===== src/sppl_pkg.sv =====
package sppl_pkg;

	// ----------------------------------------------------------------
	// register indices (byte address is four times the index)
	// ----------------------------------------------------------------
	localparam logic [13:0] IDX_REMAP2   = 14'h1857;
	localparam logic [13:0] IDX_FAIL0    = 14'h1858;
	localparam logic [13:0] IDX_FAIL1    = 14'h1859;
	localparam logic [13:0] IDX_FAIL2    = 14'h185A;
	localparam logic [13:0] IDX_MASK     = 14'h1880;
	localparam logic [13:0] IDX_PENDING  = 14'h1881;
	localparam logic [13:0] IDX_EVT_STAT = 14'h1890;
	localparam logic [13:0] IDX_EVT_MASK = 14'h1891;

	// ----------------------------------------------------------------
	// fields and reset values
	// ----------------------------------------------------------------
	localparam int          PRIO_W      = 3;
	localparam int          NUM_PRIO    = 8;
	localparam int          REMAP_W     = 24;
	localparam int          NUM_PORTS   = 3;
	localparam int          ADDR_LSB    = 2;
	localparam int          ADDR_W      = 16;
	localparam int          MASK_BIT    = 0;
	localparam logic [23:0] REMAP_RST   = 24'hFA_C688;
	localparam logic [31:0] CNT_MAX     = 32'hFFFF_FFFF;
	localparam logic [31:0] CNT_ZERO    = 32'h0000_0000;
	localparam logic [31:0] CNT_ONE     = 32'h0000_0001;
	localparam logic        MASK_RST    = 1'b1;
	localparam logic [31:0] UNMAPPED_RD = 32'h0000_0000;

	// event status bits: [0..2] counter saturated per port
	localparam int          EVT_W       = 3;

	typedef enum logic [1:0] {
		SPPL_IDLE = 2'b00,
		SPPL_ACK  = 2'b01
	} sppl_bus_t;

endpackage


===== src/sppl_regs.sv =====
// Register access over Wishbone was left to the implementer.
`timescale 1ns/1ps
// Overview of operation
// port 2 priority translated through table
// eight 3-bit entries, entry 7 on top
// entries reset to their own index
// count unlearned addresses per port
// 32-bit counters, reset zero, clear-on-read
// counters saturate at all ones
// mask bit 0 blocks engine interrupt
// mask resets set
// mask gates output only, pending kept
// reserved bits read zero, ignore writes
module sppl_regs (
	input  wire logic                        clock,
	input  wire logic                        rst_n,
	input  wire logic                        wb_cyc_i,
	input  wire logic                        wb_stb_i,
	input  wire logic                        wb_we_i,
	input  wire logic [15:0]                 wb_adr_i,
	input  wire logic [3:0]                  wb_sel_i,
	input  wire logic [31:0]                 wb_dat_i,
	output logic      [31:0]                 wb_dat_o,
	output logic                             wb_ack_o,
	input  wire logic                        rx_prio_valid,
	input  wire logic [2:0]                  rx_prio,
	output logic                             queue_prio_valid,
	output logic      [2:0]                  queue_prio,
	input  wire logic [2:0]                  learn_fail,
	input  wire logic                        engine_irq_pending,
	output logic                             switch_irq,
	output logic                             sppl_irq
);

	// ----------------------------------------------------------------
	// state
	// ----------------------------------------------------------------
	logic [23:0]         remap_r,   remap_nxt;
	logic [31:0]         cnt_r [3], cnt_nxt [3];
	logic                mask_r,    mask_nxt;
	logic [2:0]          evt_r,     evt_nxt;
	logic [2:0]          emask_r,   emask_nxt;
	logic                ack_r,     ack_nxt;
	logic [31:0]         rdat_r,    rdat_nxt;
	logic                qv_r,      qv_nxt;
	logic [2:0]          qp_r,      qp_nxt;
	logic                sirq_r,    sirq_nxt;
	logic                birq_r,    birq_nxt;
	logic                req;
	logic                wr;
	logic                rd;
	logic [13:0]         idx;

	function automatic logic [31:0] merge(input logic [31:0] old,
		input logic [31:0] d, input logic [3:0] sel);
		logic [31:0] r;
		r = old;
		for (int b = 0; b < 4; b++) begin
			if (sel[b]) begin
				r[b*8 +: 8] = d[b*8 +: 8];
			end
		end
		return r;
	endfunction

	function automatic logic [2:0] entry(input logic [23:0] t,
		input logic [2:0] p);
		return t[p*sppl_pkg::PRIO_W +: sppl_pkg::PRIO_W];
	endfunction

	assign req = wb_cyc_i && wb_stb_i && !ack_r;
	assign wr  = req && wb_we_i;
	assign rd  = req && !wb_we_i;
	assign idx = wb_adr_i[15:sppl_pkg::ADDR_LSB];

	// ----------------------------------------------------------------
	// next state
	// ----------------------------------------------------------------
	always_comb begin
		logic [31:0] m;
		m         = 32'h0000_0000;
		remap_nxt = remap_r;
		mask_nxt  = mask_r;
		emask_nxt = emask_r;
		evt_nxt   = evt_r;
		ack_nxt   = req;
		rdat_nxt  = rdat_r;
		for (int p = 0; p < sppl_pkg::NUM_PORTS; p++) begin
			cnt_nxt[p] = cnt_r[p];
		end
		if (rd) begin
			case (idx)
				sppl_pkg::IDX_REMAP2:   rdat_nxt = {8'h00, remap_r};
				sppl_pkg::IDX_FAIL0:    rdat_nxt = cnt_r[0];
				sppl_pkg::IDX_FAIL1:    rdat_nxt = cnt_r[1];
				sppl_pkg::IDX_FAIL2:    rdat_nxt = cnt_r[2];
				sppl_pkg::IDX_MASK:     rdat_nxt = {31'h0, mask_r};
				sppl_pkg::IDX_PENDING:
					rdat_nxt = {31'h0, engine_irq_pending};
				sppl_pkg::IDX_EVT_STAT: rdat_nxt = {29'h0, evt_r};
				sppl_pkg::IDX_EVT_MASK: rdat_nxt = {29'h0, emask_r};
				default:                rdat_nxt = sppl_pkg::UNMAPPED_RD;
			endcase
		end
		if (wr) begin
			case (idx)
				// reserved bits dropped
				sppl_pkg::IDX_REMAP2: begin
					m         = merge({8'h00, remap_r}, wb_dat_i, wb_sel_i);
					remap_nxt = m[sppl_pkg::REMAP_W-1:0];
				end
				sppl_pkg::IDX_MASK: begin
					if (wb_sel_i[0]) begin
						mask_nxt = wb_dat_i[sppl_pkg::MASK_BIT];
					end
				end
				sppl_pkg::IDX_EVT_STAT: begin
					if (wb_sel_i[0]) begin
						evt_nxt = evt_r & ~wb_dat_i[sppl_pkg::EVT_W-1:0];
					end
				end
				sppl_pkg::IDX_EVT_MASK: begin
					if (wb_sel_i[0]) begin
						emask_nxt = wb_dat_i[sppl_pkg::EVT_W-1:0];
					end
				end
				default: begin
				end
			endcase
		end
		for (int p = 0; p < sppl_pkg::NUM_PORTS; p++) begin
			// clear on read, then count
			if (rd && idx == sppl_pkg::IDX_FAIL0 + 14'(p)) begin
				cnt_nxt[p] = sppl_pkg::CNT_ZERO;
			end
			// count failures; hold at max
			if (learn_fail[p]) begin
				if (cnt_nxt[p] != sppl_pkg::CNT_MAX) begin
					cnt_nxt[p] = cnt_nxt[p] + sppl_pkg::CNT_ONE;
				end
				if (cnt_nxt[p] == sppl_pkg::CNT_MAX) begin
					evt_nxt[p] = 1'b1;
				end
			end
		end
		// translate port 2 priority
		qv_nxt   = rx_prio_valid;
		qp_nxt   = entry(remap_r, rx_prio);
		// mask gates; pending untouched
		sirq_nxt = engine_irq_pending && !mask_r;
		birq_nxt = |(evt_nxt & emask_nxt);
	end

	// ----------------------------------------------------------------
	// registers
	// ----------------------------------------------------------------
	always_ff @(posedge clock or negedge rst_n) begin
		if (!rst_n) begin
			// identity table
			remap_r <= sppl_pkg::REMAP_RST;
			for (int p = 0; p < sppl_pkg::NUM_PORTS; p++) begin
				cnt_r[p] <= sppl_pkg::CNT_ZERO;
			end
			// mask set at reset
			mask_r  <= sppl_pkg::MASK_RST;
			evt_r   <= 3'h0;
			emask_r <= 3'h0;
			ack_r   <= 1'b0;
			rdat_r  <= sppl_pkg::UNMAPPED_RD;
			qv_r    <= 1'b0;
			qp_r    <= 3'h0;
			sirq_r  <= 1'b0;
			birq_r  <= 1'b0;
		end else begin
			remap_r <= remap_nxt;
			for (int p = 0; p < sppl_pkg::NUM_PORTS; p++) begin
				cnt_r[p] <= cnt_nxt[p];
			end
			mask_r  <= mask_nxt;
			evt_r   <= evt_nxt;
			emask_r <= emask_nxt;
			ack_r   <= ack_nxt;
			rdat_r  <= rdat_nxt;
			qv_r    <= qv_nxt;
			qp_r    <= qp_nxt;
			sirq_r  <= sirq_nxt;
			birq_r  <= birq_nxt;
		end
	end

	assign wb_dat_o         = rdat_r;
	assign wb_ack_o         = ack_r;
	assign queue_prio_valid = qv_r;
	assign queue_prio       = qp_r;
	assign switch_irq       = sirq_r;
	assign sppl_irq         = birq_r;

	// ----------------------------------------------------------------
	// checks
	// ----------------------------------------------------------------
	chk_prio_translate: assert property (
		@(posedge clock) disable iff (!rst_n)
		rx_prio_valid |=> queue_prio_valid &&
			queue_prio == entry($past(remap_r), $past(rx_prio)))
		else $error("priority not translated");

	chk_remap_reset: assert property (
		@(posedge clock) disable iff (!rst_n)
		$rose(rst_n) |-> remap_r == sppl_pkg::REMAP_RST)
		else $error("remap not identity after reset");

	chk_entry_top: assert property (
		@(posedge clock) disable iff (!rst_n)
		wr && idx == sppl_pkg::IDX_REMAP2 && wb_sel_i[2]
		|=> entry(remap_r, 3'd7) == $past(wb_dat_i[23:21]))
		else $error("entry 7 misplaced");

	chk_count_inc: assert property (
		@(posedge clock) disable iff (!rst_n)
		learn_fail[0] && !(rd && idx == sppl_pkg::IDX_FAIL0)
		&& cnt_r[0] != sppl_pkg::CNT_MAX
		|=> cnt_r[0] == $past(cnt_r[0]) + sppl_pkg::CNT_ONE)
		else $error("port 0 count missed");

	chk_read_clear: assert property (
		@(posedge clock) disable iff (!rst_n)
		rd && idx == sppl_pkg::IDX_FAIL1 && !learn_fail[1]
		|=> cnt_r[1] == 32'h0000_0000 && wb_ack_o
		&& wb_dat_o == $past(cnt_r[1]))
		else $error("read did not clear");

	chk_count_sat: assert property (
		@(posedge clock) disable iff (!rst_n)
		cnt_r[2] == sppl_pkg::CNT_MAX
		&& !(rd && idx == sppl_pkg::IDX_FAIL2)
		|=> cnt_r[2] == sppl_pkg::CNT_MAX)
		else $error("counter wrapped");

	chk_mask_gate: assert property (
		@(posedge clock) disable iff (!rst_n)
		mask_r |=> !switch_irq)
		else $error("masked interrupt leaked");

	chk_unmask_pass: assert property (
		@(posedge clock) disable iff (!rst_n)
		!mask_r && engine_irq_pending |=> switch_irq)
		else $error("pending interrupt not passed");

	chk_mask_reset: assert property (
		@(posedge clock) disable iff (!rst_n)
		$rose(rst_n) |-> mask_r)
		else $error("mask clear after reset");

	chk_rsvd_zero: assert property (
		@(posedge clock) disable iff (!rst_n)
		rd && idx == sppl_pkg::IDX_MASK |=> wb_dat_o[31:1] == 31'h0)
		else $error("reserved bits nonzero");

	chk_remap_rsvd: assert property (
		@(posedge clock) disable iff (!rst_n)
		rd && idx == sppl_pkg::IDX_REMAP2 |=> wb_dat_o[31:24] == 8'h00)
		else $error("remap reserved bits nonzero");

	chk_pending_report: assert property (
		@(posedge clock) disable iff (!rst_n)
		rd && idx == sppl_pkg::IDX_PENDING
		|=> wb_dat_o == {31'h0, $past(engine_irq_pending)})
		else $error("pending not reported");

	chk_clear_count: assert property (
		@(posedge clock) disable iff (!rst_n)
		rd && idx == sppl_pkg::IDX_FAIL2 && learn_fail[2]
		|=> cnt_r[2] == sppl_pkg::CNT_ONE)
		else $error("event lost at read clear");

	chk_count_idle: assert property (
		@(posedge clock) disable iff (!rst_n)
		!learn_fail[1] && !(rd && idx == sppl_pkg::IDX_FAIL1)
		|=> $stable(cnt_r[1]))
		else $error("count moved without event");

	chk_valid_follow: assert property (
		@(posedge clock) disable iff (!rst_n)
		!rx_prio_valid |=> !queue_prio_valid)
		else $error("spurious queue priority");

	chk_remap_hold: assert property (
		@(posedge clock) disable iff (!rst_n)
		!(wr && idx == sppl_pkg::IDX_REMAP2) |=> $stable(remap_r))
		else $error("remap changed without write");

	chk_mask_write: assert property (
		@(posedge clock) disable iff (!rst_n)
		wr && idx == sppl_pkg::IDX_MASK && wb_sel_i[0]
		|=> mask_r == $past(wb_dat_i[sppl_pkg::MASK_BIT]))
		else $error("mask write lost");

	chk_sat_event: assert property (
		@(posedge clock) disable iff (!rst_n)
		learn_fail[0] && cnt_r[0] == sppl_pkg::CNT_MAX
		&& !(rd && idx == sppl_pkg::IDX_FAIL0)
		|=> evt_r[0])
		else $error("saturation event missed");

endmodule


===== config.mk =====
export PLATFORM = sky130hd
export DESIGN_NAME = sppl_regs
export DESIGN_NICKNAME = d
export VERILOG_FILES = /design/src/sppl_pkg.sv /design/src/sppl_regs.sv
export SDC_FILE = /design/constraint.sdc
export NUM_CORES = 1
export LEC_CHECK = 0
export ABC_AREA = 1
export BUFFER_PORTS_ARGS = -buffer_cell sky130_fd_sc_hd__buf_4
export CORE_MARGIN = 2
export CORE_UTILIZATION = 40
export DETAILED_ROUTE_END_ITERATION = 10
export GPL_ROUTABILITY_DRIVEN = 1
export PLACE_DENSITY = 0.58
export SLEW_MARGIN = 0
export SYNTH_ARGS = -nofsm -noshare
export SYNTH_HDL_FRONTEND = slang
export SYNTH_SLANG_ARGS = --single-unit

===== constraint.sdc =====
create_clock -name clock -period 2.6 [get_ports clock]
set_input_delay 0 -clock clock [delete_from_list [all_inputs] [get_ports clock]]
set_output_delay 0 -clock clock [all_outputs]
set_load 0.05 [all_outputs]

==> results.yml, run 1 <==
hold_path:
  worstHoldPathType: "input port to flip-flop"
  min_from: "wb_adr_i[2]"
  hold_path_depth: 5
  whs_endpoint: "mask_r$_DFFE_PN1P_"
yosys:
  netlist.area_leader.share_pct: 34.1
  async_flop_share_pct: 100
  syn_area_um2: 11200
  synth.area.top_cells: "dfrtp_1, nand2_1, nor2_1"
  yosys.area.top_type: "dfrtp_1"
  syn_inst: 1594
  synthFlopType: "dfrtp_1"
  ys_seq_elements: 166
  syn_nets: 1660
  synth.distinct_cells: 47
  synth_edf_count: 0
  synth_seq_area_share_pct: 37.2
  syn_avg_cell_area_um2: 7.04
  synth_warnings: 0
cells_and_area:
  register_area_um2: 4170
  syn_to_final_growth_pct: 39.7
  design_area_um2: 15700
  multi_input_area_um2: 6730
  drive_above_1_share_pct: 30.4
  diodes: 0
  fill_cells: 2641
  fin_nets: 2010
floorplanning:
  start_util_pct: 40.5
  coreArea_um2: 27700
  die-width_um: 171
  rows: 61
  die_area_um2: 29400
  die_h_um: 171
  ios: 104
critical_path:
  crit_chain: "nand3b_4, nor2_8, buf_12, nand3_4, buf_12, nand2_8, inv_4, ha_4, inv_4, nor2_4, nand2_2, nor2_4, nand2_4, buf_12, buf_4, o21ai_0, nand3_1, nor2_2, nand3_2, nand2_2, nand2_2, nand3_2"
  r2r-start: "wb_ack_o$_DFF_PN0_"
  reg2reg_depth: 22
  endpoint_kind: "flip-flop"
  criticalPathCategory: "flip-flop to flip-flop"
  required_ps: 2990
  r2r_end: "sppl_irq$_DFF_PN0_"
  critPathSlowestCell: "dfrtp_2"
  slowest_delay_ps: 360
  crit_fanout: 8
  start_kind: "flip-flop"
  cp.arrival_ps: 3200
  reg2reg_slack_ps: -220
global_routing:
  grt_first_pass_wirelength_um: 67100
  antenna_found_initial: 0
  grt_overflow: 0
  grt_pass1_vias: 11900
  grt_max_degree: 64
  grt_usage_pct: 30.5
sta:
  worst_pin_slew_ps: 1020
  setup_viol: 2
  drv_slew: 0
  timing.final.crit_period_ps: 2820
  fin_crit_sh_pct: 108
  timing.hold.ws_ps: 33.2
  slew-limit-headroom_pct: 32.1
  rsz0062_at_grt: "yes"
  hold_viol: 0
  fmax_mhz: 355
  fin_skew_ps: 15.3
  setup_slack_ps: -217
cts:
  cts_made_buffers: 17
  cts-root-buf: "clkbuf_16"
  cts_buffer_depth: 2
  clk_latency_ps: 450
  cts.sinks: 166
  path_clk_slew_ps: 70
  cts_tree: "built"
  htreeDepth: 4
route:
  wire_per_inst_um: 18.7
  ant_nets: 0
  drc: 0
  viasPerCell: 5.27
  vias: 12300
  drtIter0Drc: 1208
  wl_um: 43800
  dr.pass1.iters: 7
placed_design:
  gp_congestion: 0.946
  io_buffers: 92
  dpl_cell_area_um2: 14000
  hpwl_um: 33300
flow_run:
  maxCapViolCount: 0
pwr:
  power_density_nw_per_um2: 442
  power_leakage_nw: 7.32
  peakVddDrop_mv: 0.415
status:
  status: "finished, violations left"
  violations: "negative setup slack"
[worst max path at each step]
stage                       start                 end  slack, ps  cells after the start
4_1_cts        wb_ack_o$_DFF_PN0_  sppl_irq$_DFF_PN0_       -150                     24
2_1_floorplan  wb_ack_o$_DFF_PN0_  sppl_irq$_DFF_PN0_       -230                     24
3_5_place_dp   wb_ack_o$_DFF_PN0_  sppl_irq$_DFF_PN0_       -170                     21
3_3_place_gp   wb_ack_o$_DFF_PN0_  sppl_irq$_DFF_PN0_       -170                     18
5_1_grt        wb_ack_o$_DFF_PN0_  sppl_irq$_DFF_PN0_       -360                     23
6_report       wb_ack_o$_DFF_PN0_  sppl_irq$_DFF_PN0_       -220                     22
[sequential cells by signal, summed over array words and instances (netlist names)]
name and count:
remap_r 24, emask_r 3, queue_prio_valid 1, sppl_irq 1, cnt_r 96, switch_irq 1
queue_prio 3, evt_r 3, wb_dat_o 32, mask_r 1, wb_ack_o 1
[area by class of cell]
| class | instances | share of cell area, % |
|---|---|---|
| tap | 378 | 3.02 |
| clock inverter | 13 | 0.631 |
| inverter | 91 | 2.23 |
| sequential | 166 | 26.6 |
| timing repair buffer | 397 | 21.8 |
| multi-input combinational | 1271 | 42.9 |
| clock buffer | 19 | 2.83 |
[per-stage QoR]
step	setup TNS (ps)	util [%]	total power, mW	setup WS [ps]	cells
after floorplan	-784	-	3.64	-233	1594
after global placement	-242	50.4	4.32	-175	2236
after detailed placement	-218	50.4	4.34	-168	2236
after CTS	-259	55.1	6.90	-151	2327
after global routing	-959	56.6	7.23	-359	2335
final	-323	56.6	6.94	-217	2335
[cells by family (layout without fill, tap and decap cells)]
kind of cell | after synthesis | in the layout | share of synthesized area [%]
and+or+nand+nor | 963 | 964 | 38.4
AOI/OAI and AO/OA | 253 | 253 | 13.2
DFF | 166 | 166 | 37.2
buffers and inverters | 158 | 520 | 6.49
xor gates and xnor gates | 34 | 34 | 2.65
muxes | 19 | 19 | 1.91
adders and majority gates | 1 | 1 | 0.111
[critical path: cells and delay by family (launching register included)]
kind	cells	cell delay, ps
simple gates	14	1480
fa+ha+maj	1	150
compound gates	1	70
buf+inv	6	670
flops	1	360
[cell usage in the layout, fill, tap and decap left out, types with 15 or more instances in the layout]
master	instances
nor2_4	15
a21oi_1	38
nor2_2	54
dlygate4sd3_1	41
nand3_1	96
a221oi_1	22
dfrtp_1	152
o21ai_0	127
mux2_2	19
nand2_1	523
clkbuf_16	19
xor2_1	28
a31oi_1	19
buf_4	325
nor2_1	144
a22o_1	19
inv_1	80
nand3b_1	24
nand2_2	30
nand3_2	37
[metal layers]
metal / vias to the layer above / routed length [um] / track usage (%) / share of wire, %
li1: 5994 / - / - / -
met1: 5848 / 19700 / 41.3 / 45
met2: 395 / 20600 / 50.0 / 47
met3: 73 / 2380 / 4.65 / 5.4
met4: 0 / 1060 / 9.62 / 2.4
met5: - / 0 / 0 / 0
[power by group]
group | switching (mW) | internal, mW
Clock | 1.18 | 1.26
Sequential | 0.297 | 2.73
Combinational | 0.794 | 0.676
[timing repair]
item	CTS	global route
setup endpoints to repair	4	10
hold buffers	41	0
resized for setup	29	100
setup buffers	13	11
cloned	5	2
hold endpoints to repair	178	0
pin swaps	9	45
[cells in the mapped netlist, types with 3 or more instances]
library cell and n:
nand2_2 12, nand2_1 548, nand3b_1 24, clkbuf_1 36
nor2_2 23, o21ai_0 133, a21oi_1 38, nor3_1 5
nand3_1 113, buf_2 9, xnor2_1 4, nor2_1 183
a221oi_1 22, buf_1 5, inv_1 88, nand3_2 21
dfstp_2 13, buf_6 12, a31oi_1 19, xor2_1 30
mux2_2 19, nand4_1 13, nand3_4 5, dfrtp_1 153
o21ai_1 8, buf_4 3, a22o_1 19, nor2_4 7
(Power assumes the default switching activity.)
==> inputs of run 2 (changes only) <==
--- a/config.mk
+++ b/config.mk
@@ -8,10 +8,11 @@
 export ABC_AREA = 1
 export BUFFER_PORTS_ARGS = -buffer_cell sky130_fd_sc_hd__buf_4
 export CORE_MARGIN = 2
-export CORE_UTILIZATION = 40
+export CORE_UTILIZATION = 55
+export CTS_CLUSTER_DIAMETER = 60
 export DETAILED_ROUTE_END_ITERATION = 10
 export GPL_ROUTABILITY_DRIVEN = 1
-export PLACE_DENSITY = 0.58
+export PLACE_DENSITY = 0.76
 export SLEW_MARGIN = 0
 export SYNTH_ARGS = -nofsm -noshare
 export SYNTH_HDL_FRONTEND = slang
==> results.yml, run 2 (synthesis results as in run 1) <==
floorplanning:
  die_h_um: 147
  die-width_um: 147
  rows: 52
  ios: 104
  start_util_pct: 55.8
  coreArea_um2: 20100
  die_area_um2: 21600
route:
  drc: 0
  viasPerCell: 5.99
  vias: 13100
  wire_per_inst_um: 20.1
  ant_nets: 0
  wl_um: 43800
  dr.pass1.iters: 6
  drtIter0Drc: 1487
status:
  violations: "negative setup slack"
  status: "finished, violations left"
critical_path:
  reg2reg_depth: 21
  crit_fanout: 8
  r2r_end: "sppl_irq$_DFF_PN0_"
  path_depth: 21
  start_kind: "flip-flop"
  slowest_delay_ps: 400
  crit_chain: "nand3b_4, nor2_8, nand3_4, buf_12, buf_8, nand3_4, nor2_2, nand2_2, nor2_1, buf_4, buf_4, xor2_1, nand2_2, nand2_1, nor2_1, nand2_1, nor2_1, nand3_1, nand2_1, nand2_2, nand3_2"
  cp-endpoint: "sppl_irq$_DFF_PN0_"
  crit_family: "simple AND/OR/NAND/NOR gates"
  criticalPathCategory: "flip-flop to flip-flop"
  r2r-start: "wb_ack_o$_DFF_PN0_"
  reg2reg_slack_ps: -280
  cp_num_buf_inv: 4
  critPathSlowestCell: "dfrtp_2"
  endpoint_kind: "flip-flop"
  crit_start: "wb_ack_o$_DFF_PN0_"
  cp.arrival_ps: 3260
  required_ps: 2980
cts:
  cts.sinks: 166
  cts_tree: "built"
  cts_buffer_depth: 2
  cts_made_buffers: 17
  clk_latency_ps: 440
  path_clk_slew_ps: 70
  cts-root-buf: "clkbuf_16"
  htreeDepth: 4
cells_and_area:
  design_area_um2: 15500
  final_common_cell: "nand2_1"
  largest_reg_flops: 96
  fin_nets: 1963
  layout_common_cells: "nand2_1, buf_4, dfrtp_1"
  register_area_um2: 4170
  syn_to_final_growth_pct: 38.2
  finalNonFillerCells: 2180
  diodes: 0
  drive_above_1_share_pct: 31.8
  regMostFlops: "cnt_r"
  fill_cells: 1438
  multi_input_area_um2: 7020
pwr:
  p_sw_share_pct: 33.0
  peakVddDrop_mv: 0.426
  fin_total_pwr_mw: 7.07
  p_switching_mw: 2.33
  power_leakage_nw: 7.14
  cell_internal_pwr_mw: 4.74
  p_clk_share_pct: 36.7
  power_density_nw_per_um2: 456
  p_comb_share_pct: 20.7
  pwr-share-seq_pct: 42.6
global_routing:
  met2_usage_pct: 63.8
  grt_first_pass_wirelength_um: 64500
  grtUsageMet3_pct: 8.07
  grt_overflow: 0
  grt_max_degree: 64
  grt_pass1_vias: 12100
  grt_usage_pct: 38.6
  antenna_found_initial: 1
  grt-busiest-layer: "met2"
  globalRouteMet1Util_pct: 48.9
placed_design:
  io_buffers: 92
  place_inst: 2072
  hpwl_um: 30600
  dpl_cell_area_um2: 13400
  gp_congestion: 1.05
sta:
  slew-limit-headroom_pct: 42.3
  setup_viol: 3
  timing.final.crit_period_ps: 2880
  setup_slack_ps: -282
  hold_viol: 0
  worst_pin_slew_ps: 844
  drv_slew: 0
  fin_crit_sh_pct: 111
  fmax_mhz: 347
  fin_skew_ps: 14.9
  rsz0062_at_grt: "yes"
  fin_tns_setup_ps: -629
hold_path:
  hold_path_depth: 6
  worstHoldPathType: "input port to flip-flop"
flow_run:
  maxCapViolCount: 0
## run 2: power by group through the flow
stage	Sequential, mW	Combinational (mW)	Clock, mW
after detailed placement	3.01	1.30	0
final	3.01	1.47	2.59
after CTS	2.96	1.36	2.60
after global routing	3.02	1.59	2.71
after floorplan	2.95	0.691	0
after global placement	3.01	1.27	0
## run 2: final cells by class
| cell class | instances | share of cell area (%) |
|---|---|---|
| Multi-Input combinational cell | 1270 | 45.3 |
| Timing Repair Buffer | 351 | 19.7 |
| Clock buffer | 18 | 2.83 |
| Clock inverter | 14 | 0.903 |
| Inverter | 91 | 2.22 |
| Sequential cell | 166 | 26.9 |
| Tap cell | 270 | 2.18 |
## run 2: stage by stage
step / util, % / setup slack, ps / hold WS, ps
floorplan: - / -233 / -296
global placement: 66.7 / -191 / 20.9
detailed placement: 66.7 / -220 / 30.1
CTS: 72.0 / -103 / 38.0
global route: 77.2 / -392 / 66.7
finish: 77.2 / -282 / 51.8
## run 2: worst min-delay path, delay by kind of cell
kind | cells | cell delay, ps
simple gates | 4 | 250
compound gates | 1 | 110
buf+inv | 1 | 100
## run 2: how the worst min path moves through the flow
| stage | start | end | slack [ps] |
|---|---|---|---|
| after floorplan | rst_n | cnt_r[0]$_DFF_PN0_ | -300 |
| after global placement | rst_n | wb_dat_o[3]$_DFFE_PN0N_ | 20 |
| after detailed placement | rst_n | switch_irq$_DFF_PN0_ | 30 |
| after CTS | learn_fail[1] | cnt_r[53]$_DFF_PN0_ | 40 |
| after global routing | learn_fail[1] | cnt_r[49]$_DFF_PN0_ | 70 |
| final | wb_adr_i[7] | wb_dat_o[0]$_DFFE_PN0N_ | 50 |
## run 2: metal layers
metal / routed length, um / up-vias
li1: - / 5883
met1: 16500 / 6071
met2: 20200 / 903
met3: 4340 / 212
met4: 2710 / 0
met5: 0 / -
## run 2: timing repair
action,in CTS,in global routing
resized for setup,9,201
setup endpoints to repair,5,7
cloned,1,7
hold endpoints to repair,100,0
buffers inserted,1,26
pin swaps,7,65
hold buffers,42,0
==> inputs of run 3 (changes only) <==
--- a/config.mk
+++ b/config.mk
@@ -5,14 +5,13 @@
 export SDC_FILE = /design/constraint.sdc
 export NUM_CORES = 1
 export LEC_CHECK = 0
-export ABC_AREA = 1
 export BUFFER_PORTS_ARGS = -buffer_cell sky130_fd_sc_hd__buf_4
 export CORE_MARGIN = 2
 export CORE_UTILIZATION = 55
 export CTS_CLUSTER_DIAMETER = 60
 export DETAILED_ROUTE_END_ITERATION = 10
 export GPL_ROUTABILITY_DRIVEN = 1
-export PLACE_DENSITY = 0.76
+export PLACE_DENSITY = 0.73
 export SLEW_MARGIN = 0
 export SYNTH_ARGS = -nofsm -noshare
 export SYNTH_HDL_FRONTEND = slang
==> constraint.sdc (replaced) <==
create_clock -name clock -period 2.82 [get_ports clock]
set_input_delay 0 -clock clock [delete_from_list [all_inputs] [get_ports clock]]
set_output_delay 0 -clock clock [all_outputs]
set_load 0.05 [all_outputs]
==> results.yml, run 3 <==
status:
  status: "finished, violations left"
  violations: "negative setup slack"
critical_path:
  reg2reg_depth: 14
  required_ps: 3170
  r2r_end: "sppl_irq$_DFF_PN0_"
  r2r-start: "wb_ack_o$_DFF_PN0_"
  criticalPathCategory: "flip-flop to flip-flop"
  crit_fanout: 4
  cp.arrival_ps: 3390
  start_kind: "flip-flop"
  endpoint_kind: "flip-flop"
  reg2reg_slack_ps: -220
route:
  vias: 9307
  drc: 0
  dr.pass1.iters: 8
  wire_per_inst_um: 21.4
  drtIter0Drc: 1254
  ant_nets: 0
  wl_um: 32100
  viasPerCell: 6.21
yosys:
  syn_inst: 1023
  syn_nets: 1089
  synth.most_common_cell: "dfrtp_1"
  async_flop_share_pct: 100
  ys_seq_elements: 166
  netlist.area_leader.share_pct: 39.8
  synth_warnings: 0
  synth.area.top_cells: "dfrtp_1, mux2_2, xor2_1"
  yosys.area.top_type: "dfrtp_1"
  synth.distinct_cells: 84
  synthFlopType: "dfrtp_1"
  syn_avg_cell_area_um2: 9.41
  syn_area_um2: 9620
  synth_edf_count: 0
  synth_seq_area_share_pct: 43.3
  synth_commonest_cells: "dfrtp_1, nand2_1, nor2_1"
cells_and_area:
  fin_nets: 1326
  largest_reg_flops: 96
  diodes: 0
  layout_common_cells: "buf_4, dfrtp_1, nand2_1"
  finalNonFillerCells: 1498
  post-route-util_pct: 73.3
  final_common_cell: "buf_4"
  fill_cells: 1321
  drive_above_1_share_pct: 32.4
  regMostFlops: "cnt_r"
  syn_to_final_growth_pct: 30.9
placed_design:
  gp_congestion: 0.979
  place_inst: 1432
  hpwl_um: 23600
  pre_cts_slack_ps: -345
  io_buffers: 92
sta:
  hold_viol: 0
  setup_slack_ps: -217
  setup_viol: 11
  worst_pin_slew_ps: 803
  fin_skew_ps: 12.7
  timing.final.crit_period_ps: 3040
  rsz0062_at_grt: "yes"
  fin_crit_sh_pct: 108
  fin_tns_setup_ps: -946
  slew-limit-headroom_pct: 46.4
  drv_slew: 0
  fmax_mhz: 329
hold_path:
  whs_endpoint: "cnt_r[3]$_DFF_PN0_"
  min_from: "learn_fail[2]"
  worstHoldPathType: "input port to flip-flop"
  hold_path_depth: 4
pwr:
  peakVddDrop_mv: 0.452
  fin_total_pwr_mw: 6.10
  power_leakage_nw: 5.60
  power_density_nw_per_um2: 485
global_routing:
  grt_first_pass_wirelength_um: 50000
  grt_overflow: 0
  grt_pass1_vias: 8929
  grt_max_degree: 71
  grt_usage_pct: 35.9
  antenna_found_initial: 0
cts:
  cts_tree: "built"
  clk_latency_ps: 440
  cts.sinks: 166
  path_clk_slew_ps: 70
  cts_buffer_depth: 2
  cts_made_buffers: 17
  cts-root-buf: "clkbuf_16"
  htreeDepth: 4
floorplanning:
  rows: 48
  coreArea_um2: 17200
  die_h_um: 136
  ios: 104
  die-width_um: 136
  start_util_pct: 56.0
  die_area_um2: 18600
flow_run:
  maxCapViolCount: 0
run 3: cell types whose count changed after synthesis, moves of 18 or more:
cell      before  now
o21ai_0      133   53
mux2_2        19   50
xor2_1        30   57
nand2_1      548  126
xnor2_1        4   30
nand3_1      113   57
nor2_1       183  109
nand3_2       21    3
nor2_2        23    0
nand4_1       13   35
inv_1         88   15
nand3b_1      24    2
run 3: layout make-up:
| type | count | area, um^2 | share of cell area [%] |
|---|---|---|---|
| clock buffer | 17 | 425 | 3.38 |
| timing repair buffer | 278 | 2210 | 17.5 |
| clock inverter | 15 | 175 | 1.39 |
| tap | 225 | 282 | 2.24 |
| sequential | 166 | 4170 | 33.1 |
| inverter | 15 | 56.3 | 0.447 |
| multi-input combinational | 782 | 5280 | 41.9 |
run 3: cell families (layout without fill, tap and decap cells):
| family | Yosys count | in the layout | synth area share [%] |
|---|---|---|---|
| multiplexers | 66 | 66 | 8.43 |
| adder cells (fa/ha/maj) | 2 | 2 | 0.234 |
| flip-flops | 166 | 166 | 43.3 |
| AO/OA/AOI/OAI | 169 | 169 | 12.3 |
| buffers and inverters | 75 | 325 | 3.16 |
| XOR/XNOR | 87 | 87 | 7.92 |
| AND/OR/NAND/NOR | 458 | 458 | 24.7 |
run 3: worst max path at each step:
stage | slack (ps) | to | start | cells past startpoint
final | -220 | sppl_irq$_DFF_PN0_ | wb_ack_o$_DFF_PN0_ | 14
after global routing | -370 | sppl_irq$_DFF_PN0_ | wb_ack_o$_DFF_PN0_ | 14
after CTS | -210 | sppl_irq$_DFF_PN0_ | wb_ack_o$_DFF_PN0_ | 14
after detailed placement | -340 | sppl_irq$_DFF_PN0_ | wb_ack_o$_DFF_PN0_ | 14
after global placement | -260 | sppl_irq$_DFF_PN0_ | wb_ack_o$_DFF_PN0_ | 14
after floorplan | -740 | sppl_irq$_DFF_PN0_ | wb_ack_o$_DFF_PN0_ | 18
run 3: per-layer routing:
layer	wire length (um)	vias to the layer above	part of all wire [%]	global-route usage, %
met5	0	-	0	0
met4	1270	0	4.0	15.5
met3	2650	78	8.3	5.15
met2	14200	500	44	52.8
met1	14000	4531	44	52.8
li1	-	4198	-	-
run 3: stage by stage:
stage	hold slack [ps]	cell area [um^2]
detailed placement	44.7	11600
CTS	3.00	12600
finish	31.8	12600
global placement	40.4	11600
floorplan	-296	9690
global route	20.6	12600
run 3: worst max-delay path, stage by stage (launching register included):
cell      delay [ps]
dfrtp_2          360
and4bb_2         240
nand3_2           90
or2_4            150
and2_4           150
ha_4             130
and3_4           210
nand3_2           70
or4_4            530
and3_4           180
xor2_1           140
nand4_1          150
a211oi_2         170
nand4_1          200
o221ai_2         180
run 3: power by group:
| part | internal, mW | switching (mW) |
|---|---|---|
| Sequential | 2.53 | 0.129 |
| Clock | 1.27 | 1.13 |
| Combinational | 0.490 | 0.557 |
run 3: repair_timing:
| item | CTS | global route |
|---|---|---|
| pin swaps | 11 | 11 |
| resized for setup | 5 | 12 |
| buffers inserted | 2 | 1 |
| hold buffers | 32 | 0 |
| setup endpoints to repair | 26 | 31 |
| endpoints found under the hold margin | 115 | 0 |
